===== src/logic/swm_pkg.sv =====
// swm_pkg: constants, register map and carrier types for the warning manager
// assumes an APB slave with 32-bit data; printed offsets are indices, byte addr = 4 * index
// Behaviour
// - overload warning A0 on load >= 85%, mask general bit 7, select code 1
// - regeneration warning A1 on regen load >= 85%, mask bit 5, code 2
// - fan warning A3 only after fan stopped 1 second continuously, mask bit 6, code 4
// - codes A2, A4, A5 unused; never raised, controller must not select them
// - life expectancy warning A7 always latched, mask bit 2, code 8
// - external encoder warning A8 when encoder reports, mask bit 8, code 9
// - encoder comms warning A9 when consecutive errors exceed limit, mask bit 10, code 10
// - selectable warnings latch or not per hold selection setting
// - each output line follows its select value; 0 routes all warnings
// - mask bit 1 suppresses detection; general and link masks separate
// - error reset clears active warnings; persisting cause raises them again
// - data setting warning B0 on out-of-range write, mask link bit 4, code 11
// - command warning B1 on unmet operating conditions, mask link bit 5, code 12
// - command warning on forced brake request while servo energized
// - command warning on switch-on while main power off and object 3508 zero
// - motor travel at 30 mm/s or more is a command warning condition
// - command warning on enable operation while mode of operation unset
// - command warning on latch start in homing, clearing, config or local
// - command warning on motion into prohibited direction after prohibition stop
// - link comms warning B2 after one or more errors, mask link bit 6, code 13
// - non-latch warning clears when cause goes; latch needs error clear
// - hold selection for general warnings is bit 1: 0 non-latch, 1 latch
// - command error when data setting warnings exceed configured consecutive count
package swm_pkg;
  localparam int NW = 11;                       // implemented warning slots
  // register indices, byte address = index * 4
  localparam logic [15:0] IDX_OUT_SEL_A   = 16'h3440;
  localparam logic [15:0] IDX_OUT_SEL_B   = 16'h3441;
  localparam logic [15:0] IDX_GEN_MASK    = 16'h3638;
  localparam logic [15:0] IDX_HOLD_SEL    = 16'h3759;
  localparam logic [15:0] IDX_DSET_LIMIT  = 16'h3781;
  localparam logic [15:0] IDX_LINK_MASK   = 16'h3800;
  localparam logic [15:0] IDX_ENC_LIMIT   = 16'h3F00;
  localparam logic [15:0] IDX_STATUS      = 16'h3F01;
  localparam logic [15:0] IDX_CONTROL     = 16'h3F02;
  localparam logic [15:0] IDX_FAN_TIME    = 16'h3F03;
  localparam logic [31:0] SLVERR_NONE     = 32'h0000_0000;
  localparam logic [15:0] HOLD_GEN_BIT    = 16'h0001;  // bit position of general hold
  localparam logic [15:0] CTRL_RESET_BIT  = 16'h0000;  // error reset bit position
  localparam logic [15:0] CTRL_CLRERR_BIT = 16'h0001;  // clear command error bit position
  localparam logic [6:0]  LOAD_PCT_LIMIT  = 7'h55;     // 85 percent
  localparam logic [15:0] SPEED_LIMIT_MMS = 16'h001E;  // 30 mm/s
  localparam logic [15:0] RESET_16        = 16'h0000;
  localparam logic [15:0] RESET_HOLD      = 16'h0002;  // latch general warnings by default
  localparam logic [15:0] RESET_DSET_LIM  = 16'h0003;
  localparam logic [15:0] RESET_ENC_LIM   = 16'h0003;
  // fan stop time
  localparam int CLK_HZ   = 100_000_000;
  localparam int FAN_MS   = 1000;
  localparam int FAN_CYC  = (CLK_HZ / 1000) * FAN_MS;
  localparam int CNT_W    = 27;

  // per-slot constants: warning code, select code, mask bit, mask group, fixed latch
  typedef struct packed {
    logic [7:0] code;
    logic [3:0] sel;
    logic [3:0] mbit;
    logic       link;      // 1: link mask, 0: general mask
    logic       fixed_latch;
  } swm_slot_s;

  function automatic swm_slot_s slot(input int i);
    case (i)
      0:  slot = '{8'hA0, 4'h1, 4'h7, 1'b0, 1'b0};
      1:  slot = '{8'hA1, 4'h2, 4'h5, 1'b0, 1'b0};
      2:  slot = '{8'hA3, 4'h4, 4'h6, 1'b0, 1'b0};
      3:  slot = '{8'hA6, 4'h7, 4'h9, 1'b0, 1'b0};
      4:  slot = '{8'hA7, 4'h8, 4'h2, 1'b0, 1'b1};
      5:  slot = '{8'hA8, 4'h9, 4'h8, 1'b0, 1'b0};
      6:  slot = '{8'hA9, 4'hA, 4'hA, 1'b0, 1'b0};
      7:  slot = '{8'hB0, 4'hB, 4'h4, 1'b1, 1'b0};
      8:  slot = '{8'hB1, 4'hC, 4'h5, 1'b1, 1'b0};
      9:  slot = '{8'hB2, 4'hD, 4'h6, 1'b1, 1'b0};
      default: slot = '{8'h00, 4'h0, 4'h0, 1'b0, 1'b0};
    endcase
  endfunction

  // drive causes sampled synchronously
  typedef struct packed {
    logic [6:0]  load_pct;
    logic [6:0]  regen_pct;
    logic        fan_stopped;
    logic        vibration;
    logic        life_end;
    logic        enc_warn;
    logic        enc_comm_err;    // one pulse per failed exchange
    logic        enc_comm_ok;     // one pulse per good exchange
    logic        obj_write;       // object write pulse
    logic        obj_out_range;   // range result of that write
    logic        link_comm_err;   // one pulse per link error
  } swm_cause_s;

  // command-warning conditions, each a one-cycle pulse or level
  typedef struct packed {
    logic        cond_unmet;
    logic        brake_req;
    logic        servo_on;
    logic        switch_on_cmd;
    logic        main_power_on;
    logic        obj_3508_zero;
    logic [15:0] speed_mms;
    logic        enable_op_cmd;
    logic        mode_set;
    logic        latch_start;
    logic        homing;
    logic        data_clearing;
    logic        config_busy;
    logic        remote;
    logic        prohib_dir_cmd;
    logic        prohib_stopped;
  } swm_cmd_s;

  typedef enum logic [2:0] {
    ST_IDLE  = 3'b001,
    ST_SETUP = 3'b010,
    ST_DONE  = 3'b100
  } swm_bus_e;
endpackage


===== src/logic/swm_top.sv =====
// swm_top: warning detection, hold, masking and output routing with APB registers
// assumes causes and command conditions are synchronous to pclk
`timescale 1ns/10ps
module swm_top #(
  parameter int FAN_CYC = swm_pkg::FAN_CYC
) (
  // clock, reset, enable
  input  wire logic                pclk,
  input  wire logic                presetn,
  input  wire logic                ce,
  // apb slave
  input  wire logic                psel,
  input  wire logic                penable,
  input  wire logic                pwrite,
  input  wire logic [17:0]         paddr,
  input  wire logic [31:0]         pwdata,
  output logic      [31:0]         prdata,
  output logic                     pready,
  output logic                     pslverr,
  // causes
  input  wire swm_pkg::swm_cause_s cause,
  input  wire swm_pkg::swm_cmd_s   cmd,
  input  wire logic                error_reset,
  // warning lines and error
  output logic                     warning_out_a,
  output logic                     warning_out_b,
  output logic                     command_error
);
  typedef struct packed {
    swm_pkg::swm_bus_e          bus;
    logic [31:0]                rdata;
    logic                       ready;
    logic                       err;
    logic [swm_pkg::NW-1:0]     act;
    logic [15:0]                enc_run;
    logic [15:0]                dset_run;
    logic                       cmd_err;
    logic                       out_a;
    logic                       out_b;
    logic                       rf_pend;  // register-file read in flight
    logic                       ctrl_rst; // software error reset pulse
    logic                       ctrl_clr;
  } swm_state_s;
  swm_state_s st_reg, st_next;

  // settings store
  logic             rf_we;
  logic [2:0]       rf_waddr;
  logic [2:0]       rf_raddr;
  logic [15:0]      rf_rdata;
  logic [7:0][15:0] words;
  logic             fan_exp;

  // decode an index to a storage slot; shared by read and write paths
  function automatic logic [3:0] dec(input logic [15:0] idx);
    if (idx == swm_pkg::IDX_OUT_SEL_A) begin
      dec = 4'h8;
    end else if (idx == swm_pkg::IDX_OUT_SEL_B) begin
      dec = 4'h9;
    end else if (idx == swm_pkg::IDX_GEN_MASK) begin
      dec = 4'hA;
    end else if (idx == swm_pkg::IDX_HOLD_SEL) begin
      dec = 4'hB;
    end else if (idx == swm_pkg::IDX_DSET_LIMIT) begin
      dec = 4'hC;
    end else if (idx == swm_pkg::IDX_LINK_MASK) begin
      dec = 4'hD;
    end else if (idx == swm_pkg::IDX_ENC_LIMIT) begin
      dec = 4'hE;
    end else if (idx == swm_pkg::IDX_STATUS) begin
      dec = 4'h1;
    end else if (idx == swm_pkg::IDX_CONTROL) begin
      dec = 4'h2;
    end else begin
      dec = 4'h0;
    end
  endfunction

  logic [15:0] idx;
  logic [3:0]  slot_dec;
  logic        wr_go;
  assign idx      = paddr[17:2];
  assign slot_dec = dec(idx);
  assign wr_go    = psel && penable && pwrite && st_reg.bus == swm_pkg::ST_SETUP;
  assign rf_we    = wr_go && slot_dec[3] && ce;
  assign rf_waddr = slot_dec[2:0];
  assign rf_raddr = slot_dec[2:0];

  swm_regfile u_rf (
    .pclk    (pclk),
    .presetn (presetn),
    .ce      (ce),
    .we      (rf_we),
    .waddr   (rf_waddr),
    .wdata   (pwdata[15:0]),
    .raddr   (rf_raddr),
    .rdata   (rf_rdata),
    .words   (words)
  );

  swm_fan_timer #(.FAN_CYC(FAN_CYC)) u_fan (
    .pclk    (pclk),
    .presetn (presetn),
    .ce      (ce),
    .stopped (cause.fan_stopped),
    .expired (fan_exp)
  );

  // settings words by name
  logic [15:0] sel_a, sel_b, gen_mask, hold_sel, dset_lim, link_mask, enc_lim;
  assign sel_a     = words[0];
  assign sel_b     = words[1];
  assign gen_mask  = words[2];
  assign hold_sel  = words[3];
  assign dset_lim  = words[4];
  assign link_mask = words[5];
  assign enc_lim   = words[6];

  // raw conditions per slot, slot 10 reserved and never raised
  logic [swm_pkg::NW-1:0] raw;
  logic                   cmd_warn;
  logic                   dset_bad;
  always_comb begin
    cmd_warn = cmd.cond_unmet
      || (cmd.brake_req && cmd.servo_on)
      || (cmd.switch_on_cmd && !cmd.main_power_on && cmd.obj_3508_zero)
      || (cmd.speed_mms >= swm_pkg::SPEED_LIMIT_MMS)
      || (cmd.enable_op_cmd && !cmd.mode_set)
      || (cmd.latch_start && (cmd.homing || cmd.data_clearing
          || cmd.config_busy || !cmd.remote))
      || (cmd.prohib_dir_cmd && cmd.prohib_stopped);
    dset_bad = cause.obj_write && cause.obj_out_range;
    raw      = '0;
    raw[0]   = cause.load_pct >= swm_pkg::LOAD_PCT_LIMIT;
    raw[1]   = cause.regen_pct >= swm_pkg::LOAD_PCT_LIMIT;
    raw[2]   = fan_exp;
    raw[3]   = cause.vibration;
    raw[4]   = cause.life_end;
    raw[5]   = cause.enc_warn;
    raw[6]   = st_reg.enc_run > enc_lim;
    raw[7]   = dset_bad;
    raw[8]   = cmd_warn;
    raw[9]   = cause.link_comm_err;
    raw[10]  = 1'b0;
  end

  // masking and hold per slot
  logic [swm_pkg::NW-1:0] det, latch_mode, act_next;
  logic                   clr_all;
  assign clr_all = error_reset || st_reg.ctrl_rst;
  genvar g;
  generate
    for (g = 0; g < swm_pkg::NW; g++) begin : g_slot
      localparam swm_pkg::swm_slot_s S = swm_pkg::slot(g);
      logic msk;
      assign msk = S.link ? link_mask[S.mbit] : gen_mask[S.mbit];
      assign det[g] = raw[g] && !msk;
      // life expectancy ignores hold selection
      assign latch_mode[g] = S.fixed_latch
        || hold_sel[swm_pkg::HOLD_GEN_BIT[3:0]];
      // detection wins over reset, so a persisting cause re-raises at once
      assign act_next[g] = det[g]
        || (latch_mode[g] && st_reg.act[g] && !clr_all);
    end
  endgenerate

  // route to a line: 0 takes any, else only the matching code
  function automatic logic route(input logic [15:0] sel,
                                 input logic [swm_pkg::NW-1:0] a);
    logic r;
    r = 1'b0;
    for (int i = 0; i < swm_pkg::NW; i++) begin
      if (a[i] && (sel == 16'h0000 || sel == {12'h000, swm_pkg::slot(i).sel})) begin
        r = 1'b1;
      end
    end
    route = r;
  endfunction

  // bus, counters and outputs
  always_comb begin
    st_next          = st_reg;
    st_next.ctrl_rst = 1'b0;
    st_next.ctrl_clr = 1'b0;
    st_next.act      = act_next;
    st_next.out_a    = route(sel_a, act_next);
    st_next.out_b    = route(sel_b, act_next);
    // consecutive encoder failures; a good exchange breaks the run
    if (cause.enc_comm_ok) begin
      st_next.enc_run = 16'h0000;
    end else if (cause.enc_comm_err && st_reg.enc_run != 16'hFFFF) begin
      st_next.enc_run = st_reg.enc_run + 16'h0001;
    end
    // consecutive data setting warnings escalate; a clear also restarts the run,
    // otherwise a run left above the limit would re-set the error for ever
    if (cause.obj_write && !cause.obj_out_range) begin
      st_next.dset_run = 16'h0000;
    end else if (dset_bad && !link_mask[swm_pkg::slot(7).mbit]
                 && st_reg.dset_run != 16'hFFFF) begin
      st_next.dset_run = st_reg.dset_run + 16'h0001;
    end else if (st_reg.ctrl_clr) begin
      st_next.dset_run = 16'h0000;
    end
    // a new over-limit warning wins over a clear in the same cycle
    if (dset_bad && st_next.dset_run > dset_lim) begin
      st_next.cmd_err = 1'b1;
    end else if (st_reg.ctrl_clr) begin
      st_next.cmd_err = 1'b0;
    end
    // apb: setup, access answered one cycle later, idle
    st_next.ready = 1'b0;
    st_next.err   = 1'b0;
    case (st_reg.bus)
      swm_pkg::ST_IDLE: begin
        if (psel && !penable) begin
          st_next.bus = swm_pkg::ST_SETUP;
        end
      end
      swm_pkg::ST_SETUP: begin
        if (psel && penable) begin
          st_next.bus   = swm_pkg::ST_DONE;
          st_next.ready = 1'b1;
          st_next.err   = (slot_dec == 4'h0);
          st_next.rdata = swm_pkg::SLVERR_NONE;
          if (slot_dec == 4'h1) begin
            st_next.rdata = {20'h00000, st_reg.cmd_err, st_reg.act};
          end else if (slot_dec[3]) begin
            st_next.rdata = {16'h0000, rf_rdata};
          end
          if (pwrite && slot_dec == 4'h2) begin
            st_next.ctrl_rst = pwdata[swm_pkg::CTRL_RESET_BIT[4:0]];
            st_next.ctrl_clr = pwdata[swm_pkg::CTRL_CLRERR_BIT[4:0]];
          end
        end
      end
      swm_pkg::ST_DONE: begin
        st_next.bus = swm_pkg::ST_IDLE;
        if (psel && !penable) begin
          st_next.bus = swm_pkg::ST_SETUP;
        end
      end
      default: st_next.bus = swm_pkg::ST_IDLE;
    endcase
  end

  always_ff @(posedge pclk or negedge presetn) begin
    if (!presetn) begin
      st_reg     <= '0;
      st_reg.bus <= swm_pkg::ST_IDLE;
    end else if (ce) begin
      st_reg <= st_next;
    end
  end

  // outputs straight from flip-flops
  assign prdata        = st_reg.rdata;
  assign pready        = st_reg.ready;
  assign pslverr       = st_reg.err;
  assign warning_out_a = st_reg.out_a;
  assign warning_out_b = st_reg.out_b;
  assign command_error = st_reg.cmd_err;
endmodule


===== src/logic/swm_regfile.sv =====
// swm_regfile: small storage for the writable settings words
// assumes indices are decoded by the caller; read data come out of a register
`timescale 1ns/10ps
module swm_regfile (
  // clock and reset
  input  wire logic        pclk,
  input  wire logic        presetn,
  input  wire logic        ce,
  // write port
  input  wire logic        we,
  input  wire logic [2:0]  waddr,
  input  wire logic [15:0] wdata,
  // read port
  input  wire logic [2:0]  raddr,
  output logic      [15:0] rdata,
  // all words, for the block's logic
  output logic [7:0][15:0] words
);
  typedef struct packed {
    logic [7:0][15:0] mem;
    logic [15:0]      rd;
  } swm_rf_s;
  swm_rf_s st_reg, st_next;

  // write one word, register the read word
  always_comb begin
    st_next = st_reg;
    if (we) begin
      st_next.mem[waddr] = wdata;
    end
    st_next.rd = st_reg.mem[raddr];
  end

  // reset values match the settings' defaults
  always_ff @(posedge pclk or negedge presetn) begin
    if (!presetn) begin
      st_reg        <= '0;
      st_reg.mem[3] <= swm_pkg::RESET_HOLD;
      st_reg.mem[4] <= swm_pkg::RESET_DSET_LIM;
      st_reg.mem[6] <= swm_pkg::RESET_ENC_LIM;
    end else if (ce) begin
      st_reg <= st_next;
    end
  end

  assign rdata = st_reg.rd;
  assign words = st_reg.mem;
endmodule


===== src/logic/swm_fan_timer.sv =====
// swm_fan_timer: flags a fan stop that has lasted the full qualifying time
// assumes the stop level is synchronous to pclk
`timescale 1ns/10ps
module swm_fan_timer #(
  parameter int FAN_CYC = swm_pkg::FAN_CYC
) (
  // clock and reset
  input  wire logic pclk,
  input  wire logic presetn,
  input  wire logic ce,
  // fan state
  input  wire logic stopped,
  output logic      expired
);
  typedef struct packed {
    logic [swm_pkg::CNT_W-1:0] cnt;
    logic                      exp;
  } swm_fan_s;
  swm_fan_s st_reg, st_next;

  // any run of the fan restarts the wait, so a brief stall never warns
  always_comb begin
    st_next = st_reg;
    if (!stopped) begin
      st_next = '0;
    end else if (st_reg.cnt >= swm_pkg::CNT_W'(FAN_CYC - 1)) begin
      st_next.exp = 1'b1;
    end else begin
      st_next.cnt = st_reg.cnt + 1'b1;
    end
  end

  always_ff @(posedge pclk or negedge presetn) begin
    if (!presetn) begin
      st_reg <= '0;
    end else if (ce) begin
      st_reg <= st_next;
    end
  end

  assign expired = st_reg.exp;
endmodule


===== config.mk =====
export PLATFORM = sky130hd
export DESIGN_NAME = swm_top
export DESIGN_NICKNAME = d
export VERILOG_FILES = /design/src/logic/swm_pkg.sv /design/src/logic/swm_top.sv /design/src/logic/swm_regfile.sv /design/src/logic/swm_fan_timer.sv
export SDC_FILE = /design/constraint.sdc
export NUM_CORES = 1
export LEC_CHECK = 0
export ABC_CLOCK_PERIOD_IN_PS = 8500
export BUFFER_PORTS_ARGS = -buffer_cell sky130_fd_sc_hd__buf_4
export CAP_MARGIN = 20
export CORE_UTILIZATION = 50
export CTS_BUF_LIST = sky130_fd_sc_hd__clkbuf_8
export CTS_CLUSTER_SIZE = 20
export DETAILED_ROUTE_END_ITERATION = 6
export PLACE_DENSITY = 0.78
export SYNTH_ARGS = -nofsm -noshare
export SYNTH_HDL_FRONTEND = slang
export SYNTH_SLANG_ARGS = --single-unit

===== constraint.sdc =====
create_clock -name pclk -period 8.5 [get_ports pclk]
set_input_delay 1.7 -clock pclk [delete_from_list [all_inputs] [get_ports pclk]]
set_output_delay 1.7 -clock pclk [all_outputs]
set_load 0.02 [all_outputs]

### Yosys cells after proc, flatten, opt, wreduce, memory -nomap -nowiden

Index checks and enable logic that the tools add are counted.

| word-level totals | value |
|---|---|
| input port bits | 111 |
| output and inout port bits | 37 |
| logic and storage cells | 270 |
| register bits after elaboration | 241 |

| cells by class | value |
|---|---|
| equal/unequal tests | 40 |
| magnitude comparators | 8 |
| reduce and logical (&&, ||, !) cells | 140 |
| multiplexer cells | 56 |
| add/subtract/negate cells | 3 |

Operators with widths:

| operator | count |
|---|---|
| 16-bit by 4-bit equality test with 1-bit output (second input constant) | 12 |
| 16-bit by 14-bit equality test with 1-bit output (second input constant) | 9 |
| 16-bit 2-to-1 mux | 9 |
| 128-bit bitwise mux | 1 |
| 1-bit logical AND | 72 |
| 16-bit by 3-bit equality test with 1-bit output (second input constant) | 4 |
| 16-bit binary-select mux with 3-bit select | 1 |
| 16-bit demux with 3-bit select | 1 |
| 1-bit logical OR | 40 |
| 37-bit 2-to-1 mux | 1 |
| 16-bit by 1-bit adder with 16-bit output (second input constant) | 2 |
| 16-bit by 1-bit equality test with 1-bit output (second input constant) | 2 |
| 16-bit by 2-bit equality test with 1-bit output (second input constant) | 2 |
| 16-bit greater-than comparator | 2 |
| 16-bit zero test | 2 |
| 16-bit != test (second input constant) | 2 |
| 28-bit 2-to-1 mux | 1 |
| 4-bit 2-to-1 mux | 7 |
| 27-bit by 1-bit adder with 27-bit output (second input constant) | 1 |
| 27-bit greater-or-equal comparator (second input constant) | 1 |
| 27-bit 2-to-1 mux | 1 |
| 1-bit 2-to-1 mux | 25 |
| 16-bit by 5-bit greater-or-equal comparator with 1-bit output (second input constant) | 1 |
| 1-bit zero test | 16 |
| other kinds (17) | 32 |

### Logic depth before layout (Yosys ltp)

Gate-level depths: netlist of run 1.

| logic depth | value |
|---|---|
| depth after elaboration | 16 |
| mapped depth | 16 |
| depth with buffers taken out | 15 |

### Hierarchy

From an unflattened synthesis of run 1, not the netlist that was laid out.

| unflattened totals | value |
|---|---|
| cell total of the unflattened synthesis | 1357 |
| area, all modules | 13882.1 µm² |

By module, submodules not included:

| module | area an instance (µm²) | seq. area each (µm²) | times used | cells each |
|---|---|---|---|---|
| swm_regfile | 6478.7 | 3609.7 | 1 | 463 |
| swm_top | 5395.2 | 1727.9 | 1 | 655 |
| swm_fan_timer | 2008.2 | 700.7 | 1 | 239 |

### Worst setup path after synthesis of run 1

Ideal clock, no wire load.

| timing path | value |
|---|---|
| kind | input to register |
| from | input cause[2] (netlist bit) |
| to | register st_reg (netlist bit command_error) |
| setup slack | 4.255 ns |
| required time | 8.379 ns |
| arrival | 4.124 ns |
| buffers on the path | 1 |
| setup time | 0.121 ns |
| stages on the path | 13 |
| cell sequence | and3b_1 clkbuf_1 o311ai_1 nor2_1 mux2_2 nor2_1 ha_1 a21o_1 a21oi_1 o21ai_0 a21oi_1 o21ai_0 a22o_1 |

RTL lines:

| item | RTL line | RTL |
|---|---|---|
| from (decl) | swm_top.sv:21 | `input wire swm_pkg::swm_cause_s cause,` |
| to (signal assigned) | swm_top.sv:251 | `st_reg <= st_next;` |
| to (decl) | swm_top.sv:44 | `swm_state_s st_reg, st_next;` |

### Worst setup path after layout of run 1

| timing path | value |
|---|---|
| from | input paddr[17] |
| to | register u_rf.st_reg (netlist bit u_rf.words[10]) |

| between the ends | value |
|---|---|
| longest elaborated chain between the ends | 15 |
| elaborated cells between the ends (all ways) | 27 |
| classes of those cells | order compare: 2; eq/ne: 9; mux: 12; reduce/logical: 4 |

Ends and longest elaborated chain:

| item | RTL line | RTL |
|---|---|---|
| from (decl) | swm_top.sv:15 | `input wire logic [17:0] paddr,` |
| 16-bit by 14-bit equality test with 1-bit output | swm_top.sv:72 | `end else if (idx == swm_pkg::IDX_CONTROL) begin` |
| 2-bit 2-to-1 mux | swm_top.sv:72 |  |
| 2-bit 2-to-1 mux | swm_top.sv:70 | `end else if (idx == swm_pkg::IDX_STATUS) begin` |
| 4-bit 2-to-1 mux | swm_top.sv:68 | `end else if (idx == swm_pkg::IDX_ENC_LIMIT) begin` |
| 4-bit 2-to-1 mux | swm_top.sv:66 | `end else if (idx == swm_pkg::IDX_LINK_MASK) begin` |
| 4-bit 2-to-1 mux | swm_top.sv:64 | `end else if (idx == swm_pkg::IDX_DSET_LIMIT) begin` |
| 4-bit 2-to-1 mux | swm_top.sv:62 | `end else if (idx == swm_pkg::IDX_HOLD_SEL) begin` |
| 4-bit 2-to-1 mux | swm_top.sv:60 | `end else if (idx == swm_pkg::IDX_GEN_MASK) begin` |
| 4-bit 2-to-1 mux | swm_top.sv:58 | `end else if (idx == swm_pkg::IDX_OUT_SEL_B) begin` |
| 4-bit 2-to-1 mux (*) | swm_top.sv:56 | `if (idx == swm_pkg::IDX_OUT_SEL_A) begin` |
| 3-bit by 4-bit less-than comparator with 1-bit output (implied by the code) / 3-bit by 1-bit greater-or-equal comparator with 1-bit output (equally long branches) | swm_regfile.sv:29 | `st_next.mem[waddr] = wdata;` |
| 1-bit logical AND (implied by the code) | swm_regfile.sv:29 |  |
| 16-bit 2-to-1 mux (implied by the code) | swm_regfile.sv:29 |  |
| 16-bit demux with 3-bit select | n/a |  |
| 128-bit bitwise mux | swm_regfile.sv:29 |  |
| to (signal assigned) | swm_regfile.sv:42 | `st_reg <= st_next;` |
| to (decl) | swm_regfile.sv:23 | `swm_rf_s st_reg, st_next;` |

Every way passes the cells marked *; elsewhere a longest branch is shown, timed or not.
A chain may end at the register's enable or synchronous reset.

==> flow_summary.yaml, run 1 <==
power_and_ir_drop:
  leakage_uw: 0.00697
  powerDensity_mw_per_mm2: 180
  power_uw: 2690
  vdd_ir_drop_max_v: 0.000166
setup_path:
  required_ns: 8.93
  critPathKind: "in2reg"
  critPathLaunchType: "input port"
  worstPathArrival_ns: 5.05
  path_max_fanout: 23
  end_kind: "register"
detailed_routing:
  ant_nets: 0
  drc: 0
  wire_per_inst_um: 19.3
  drt-pass1-iter-count: 6
  first_iter_violations: 973
  drt_wl_total_mm: 34.1
  avgViaCountPerCell: 5.98
  vias: 10600
synthesis:
  synth_simple_gate_area_share_pct: 16.5
  synthArstFlopShare_pct: 100
  synthAdderAreaFrac_pct: 3.35
  yosysUniqueCellTypes: 67
  synth_top_family_by_area: "simple AND/OR/NAND/NOR gates"
  seq_area_frac_synth_pct: 46.3
  synth_compound_area_share_pct: 13.4
  yosys_warnings: 0
  ys.flop_type: "dfrtp_1"
  synth_most_common_cell: "dfrtp_1"
  synth-edff-count: 0
  avgSynthCellArea_um2: 9.83
  synth_top_area_cell: "dfrtp_1"
  synth_top_cell_area_share_pct: 45.0
  synth.ff_latch_count: 241
  synth_commonest_cells: "235 x dfrtp_1, 133 x nand2_1, 128 x nor2_1"
  syn_inst: 1328
  synth-xor-area-share_pct: 2.08
  synthMuxAreaShare_pct: 12.6
  synthTopCellsByArea: "dfrtp_1 45%, mux2_2 11%, nand2_1 3.8%, nor2_1 3.7%, ha_1 3.4%"
  synth_area_mm2: 0.0131
global_route:
  grt_start_max_net_pins: 95
  grt.overflow.total: 0
  antenna_found_initial: 0
  grt_pass1_wl_mm: 54.8
  grt_pass1_vias: 10400
  grtUsageTotal_pct: 26.1
run:
  maxCapViolCount: 0
cells_and_area:
  drive_above_1_share_pct: 23.2
  fillers: 2095
  stdcell_count: 1769
  nets: 1553
  multi_input_area_mm2: 0.00635
  fin_util_pct: 58.7
  largest_register_ffs: 128
  seqCellArea_mm2: 0.00604
  insertedDiodeCount: 0
  area_growth_pct: 14.2
sta:
  grt_setup_unrepaired: "no"
  period_share_pct: 54.4
  timing.final.max_slew_violations: 0
  slew-limit-headroom_pct: 24.0
  setup_tns_ns: 0
  timing.fmax_mhz: 216
  layout_setup_ws_ns: 3.88
  finalHoldViolations: 0
  clock_skew_ns: 0.0303
  min_period_ns: 4.62
  final-setup-viol-count: 0
  tightest_slew_ns: 1.14
cts:
  cts_buffers: 42
  cts.repair.resized: 0
  cts_tree: "built"
  postCtsSetupRepairBufs: 0
  root_buffer: "clkbuf_8"
  h-tree-depth: 2
  hold_buffers: 0
  clockBufferDepth: 3
  clock_latency_ns: 0.56
  cts_sinks: 241
  cts.clk_slew.worst_paths_ns: 0.06
die:
  core-area_mm2: 0.0254
  start_util_pct: 51.4
  io_pins: 148
  die_w_um: 164
  die_area_mm2: 0.0268
  num_rows: 58
  die_h_um: 164
placed_design:
  place_inst: 1690
  post-place-ws_ns: 2.87
  place.gp.congestion: 0.924
  port_buffers: 112
  dp_hpwl_mm: 23.4
run_status:
  run_status: "completed"
min_path:
  hold_class: "reg2reg"
logic make-up after synthesis:
kind of cell    after synthesis
fa+ha+maj                    35
buf+inv                     163
flops                       241
simple gates                453
other cells                   1
xor+xnor                     31
mux                         149
compound gates              255
path summary, 6_finish.rpt:
check | start | endpoint | slack, ns | cells after the start
setup / recovery | paddr[17] | u_rf.words[10] | 3.88 | 9
hold / removal | u_rf.words[126] | u_rf.words[126] | 0.37 | 0
setup reg to reg | st_reg[12] | command_error | 4.40 | 14
hold reg to reg | u_rf.words[126] | u_rf.words[126] | 0.37 | 0
max in group asynchronous | presetn | st_reg[43] | 5.98 | 2
min in group asynchronous | presetn | u_fan.st_reg[6] | 1.16 | 1
where the power goes:
group | total, uW | switching [uW] | internal [uW]
Sequential | 1250 | 49.6 | 1200
Clock | 1130 | 488 | 641
Combinational | 311 | 181 | 130
through the flow:
| step | cell area, um^2 | hold WS, ns |
|---|---|---|
| finish | 14900 | 0.374 |
| floorplan | 13100 | 0.429 |
| global placement | 14000 | 0.364 |
| global route | 14900 | 0.389 |
| detailed placement | 14000 | 0.365 |
| CTS | 14900 | 0.379 |
cells in the final DEF (no fill, tap or decap), types with 5 or more instances in the layout:
cell type,count
mux2_2,125
a221oi_1,12
a211oi_1,5
o2bb2ai_1,5
mux2i_1,24
o21ai_0,41
conb_1,16
nand2_1,133
a22o_1,12
dfrtp_1,235
clkbuf_8,55
nor4_1,22
inv_1,67
xor2_1,11
nand4_1,24
ha_1,35
o211ai_1,16
and3_1,12
a21oi_1,67
a31oi_1,30
nor3b_1,6
a21o_1,10
dfstp_2,6
or4_1,5
nand3_1,39
nor2b_1,12
o211a_1,14
xnor2_1,20
or3_1,11
buf_4,126
nor3_1,28
nor2_1,127
nor4b_1,5
o21a_1,5
and2_1,7
o31ai_1,7
critical path, cell delays in order:
cell and delay [ns]:
buf_4 0.11, nor4bb_1 0.61, nand2_1 0.29, nor4_1 0.73
nor3_4 0.03, buf_4 0.26, nand3_1 0.19, or3b_1 0.70
mux2_2 0.43
area by class of cell:
type,instances,area share (%)
Multi-Input combinational cell,939,42.6
Sequential cell,241,40.5
Timing Repair Buffer,130,6.80
Clock buffer,55,5.08
Tap cell,330,2.77
Inverter,53,1.33
Clock inverter,21,0.973
layer usage:
metal	GRT usage (%)	share of wire [%]
met5	0	0
met4	8.84	2.4
met3	4.44	6.6
met2	42.8	48
met1	34.9	43
Power figures use the tool's default switching activity.
==> run 2, diff against run 1 <==
- ABC_CLOCK_PERIOD_IN_PS: 8500 -> 3700
- PLACE_DENSITY: 0.78 -> 0.81
- clock period: 8.5 -> 3.7 ns (I/O delays scaled with it)
==> run 2 against run 1 <==
  * The flow now finishes with violations (design-rule violations)
  * Die area stayed put
  * Sequential power is 130% higher
  * Total power increased by 120%
  * Combinational power grew 130%
  * Global-route usage shrank 0.23 points
  * Hold slack worse by 0.15 ns
  * Sequential share of layout area down 0.21 points
  * Register-to-register slack worse by 4.1 ns
  * Via count increased by 0.80%
  * Clock-buffer cell count down 7
  * First-iteration DRC count grew 10%
  * Critical endpoint is now command_error
  * Largest cell class unchanged
==> flow_summary.yaml, run 2 (synthesized netlist as in run 1, its figures left out) <==
run_status:
  run_status: "finished with violations"
  violations: "design-rule violations"
cts:
  cts_sinks: 241
  hold_buffers: 0
  cts_tree: "built"
  clockBufferDepth: 3
  postCtsSetupRepairBufs: 0
  cts_buffers: 41
  clock_latency_ns: 0.56
  cts.clk_slew.worst_paths_ns: 0.06
  cts.repair.resized: 0
  root_buffer: "clkbuf_8"
  h-tree-depth: 2
setup_path:
  critPathLaunchType: "register"
  critical_path.top_delay_family: "compound AO/OA/AOI/OAI gates"
  worstPathArrival_ns: 3.86
  r2r_slack_ns: 0.27
  worst_r2r_path_depth: 14
  reg2reg_to: "command_error"
  max_stage_delay_ns: 0.46
  r2r_start: "st_reg[13]"
  critPathKind: "reg2reg"
  crit_buf_inv: 1
  slowest_stage: "dfrtp_1"
  end_kind: "register"
  path_max_fanout: 7
  cp_cell_sequence: "and4_1, nand4_1, o311ai_2, buf_4, xor2_1, nor2_1, ha_1, a21o_1, a21o_1, a211oi_1, o21ai_0, a21oi_1, o21ai_0, a22o_1"
  required_ns: 4.13
power_and_ir_drop:
  vdd_ir_drop_max_v: 0.000332
  leakage_uw: 0.00702
  powerDensity_mw_per_mm2: 397
die:
  start_util_pct: 51.4
  die_w_um: 164
  core-area_mm2: 0.0254
  io_pins: 148
  die_h_um: 164
  num_rows: 58
  die_area_mm2: 0.0268
sta:
  setup_tns_ns: 0
  layout_setup_ws_ns: 0.269
  slew-limit-headroom_pct: 38.7
  timing.final.max_slew_violations: 0
  clock_skew_ns: 0.0277
  finalHoldWorstSlack_ns: 0.227
  timing.fmax_mhz: 291
  finalHoldViolations: 0
  period_share_pct: 92.7
  min_period_ns: 3.43
  final-setup-viol-count: 0
  grt_setup_unrepaired: "no"
  tightest_slew_ns: 0.911
cells_and_area:
  layout_commonest_cell: "dfrtp_1"
  layout_common_cells: "235 x dfrtp_1, 144 x buf_4, 133 x nand2_1"
  insertedDiodeCount: 0
  nets: 1572
  area_growth_pct: 14.8
  largest_register_ffs: 128
  drive_above_1_share_pct: 24.0
min_path:
  hold_class: "in2async"
placed_design:
  dp_hpwl_mm: 24.1
  place.gp.congestion: 0.939
  port_buffers: 112
  post-place-ws_ns: 0.282
detailed_routing:
  drt_wl_total_mm: 34.1
  vias: 10700
  ant_nets: 0
  drc: 1
  drt-pass1-iter-count: 7
  wire_per_inst_um: 19.1
  avgViaCountPerCell: 5.97
  first_iter_violations: 1074
global_route:
  grt_pass1_wl_mm: 54.5
  grtUsageTotal_pct: 25.9
  grt_pass1_vias: 10400
  antenna_found_initial: 0
  grt_start_max_net_pins: 104
  grt.overflow.total: 0
run:
  maxCapViolCount: 0
## run 2: cell count changes in the layout (fill, tap and decap cells not counted), sizes merged
cell | previous run | this run
buf | 130 | 150
clkbuf | 55 | 48
clkinv | 3 | 5
inv | 69 | 71
bufinv | 2 | 1
clkinvlp | 0 | 1
## run 2: worst max path at each step
stage               start             end  slack [ns]  cells after the start
5_1_grt        st_reg[13]   command_error        0.01                     14
6_report       st_reg[13]   command_error        0.27                     14
3_3_place_gp   st_reg[13]   command_error        0.34                     14
3_5_place_dp    paddr[17]  u_rf.words[45]        0.28                      9
2_1_floorplan  st_reg[12]   command_error        0.29                     15
4_1_cts        st_reg[13]   command_error        0.24                     14
## run 2: power by group
| part | total (uW) | switching (uW) | internal [uW] |
|---|---|---|---|
| combinational | 724 | 413 | 312 |
| sequential | 2860 | 110 | 2750 |
| clock | 2360 | 1110 | 1260 |
| total | 5950 | 1630 | 4320 |
## run 2: area by class of cell
cell class	instances	area, um^2
clock buffer	48	661
inverter	53	199
clock inverter	25	140
multi-input combinational	939	6350
fill	2106	10400
timing repair buffer	150	1200
tap	330	413
sequential	241	6040
## run 2: routing by layer
layer	wire, um	track usage [%]
met1	14600	34.6
met2	16400	42.9
met3	2120	4.37
met4	949	7.87
met5	0	0
## run 2: through the flow
stage	total power [uW]	area, um^2	cells	utilization (%)
3_5_place_dp	3630	14200	1713	55.8
4_1_cts	5970	15000	1786	59.0
3_3_place_gp	3610	14200	1713	55.8
5_1_grt	6190	15000	1786	59.0
6_report	5950	15000	1786	59.0
2_1_floorplan	3330	13100	1343	-
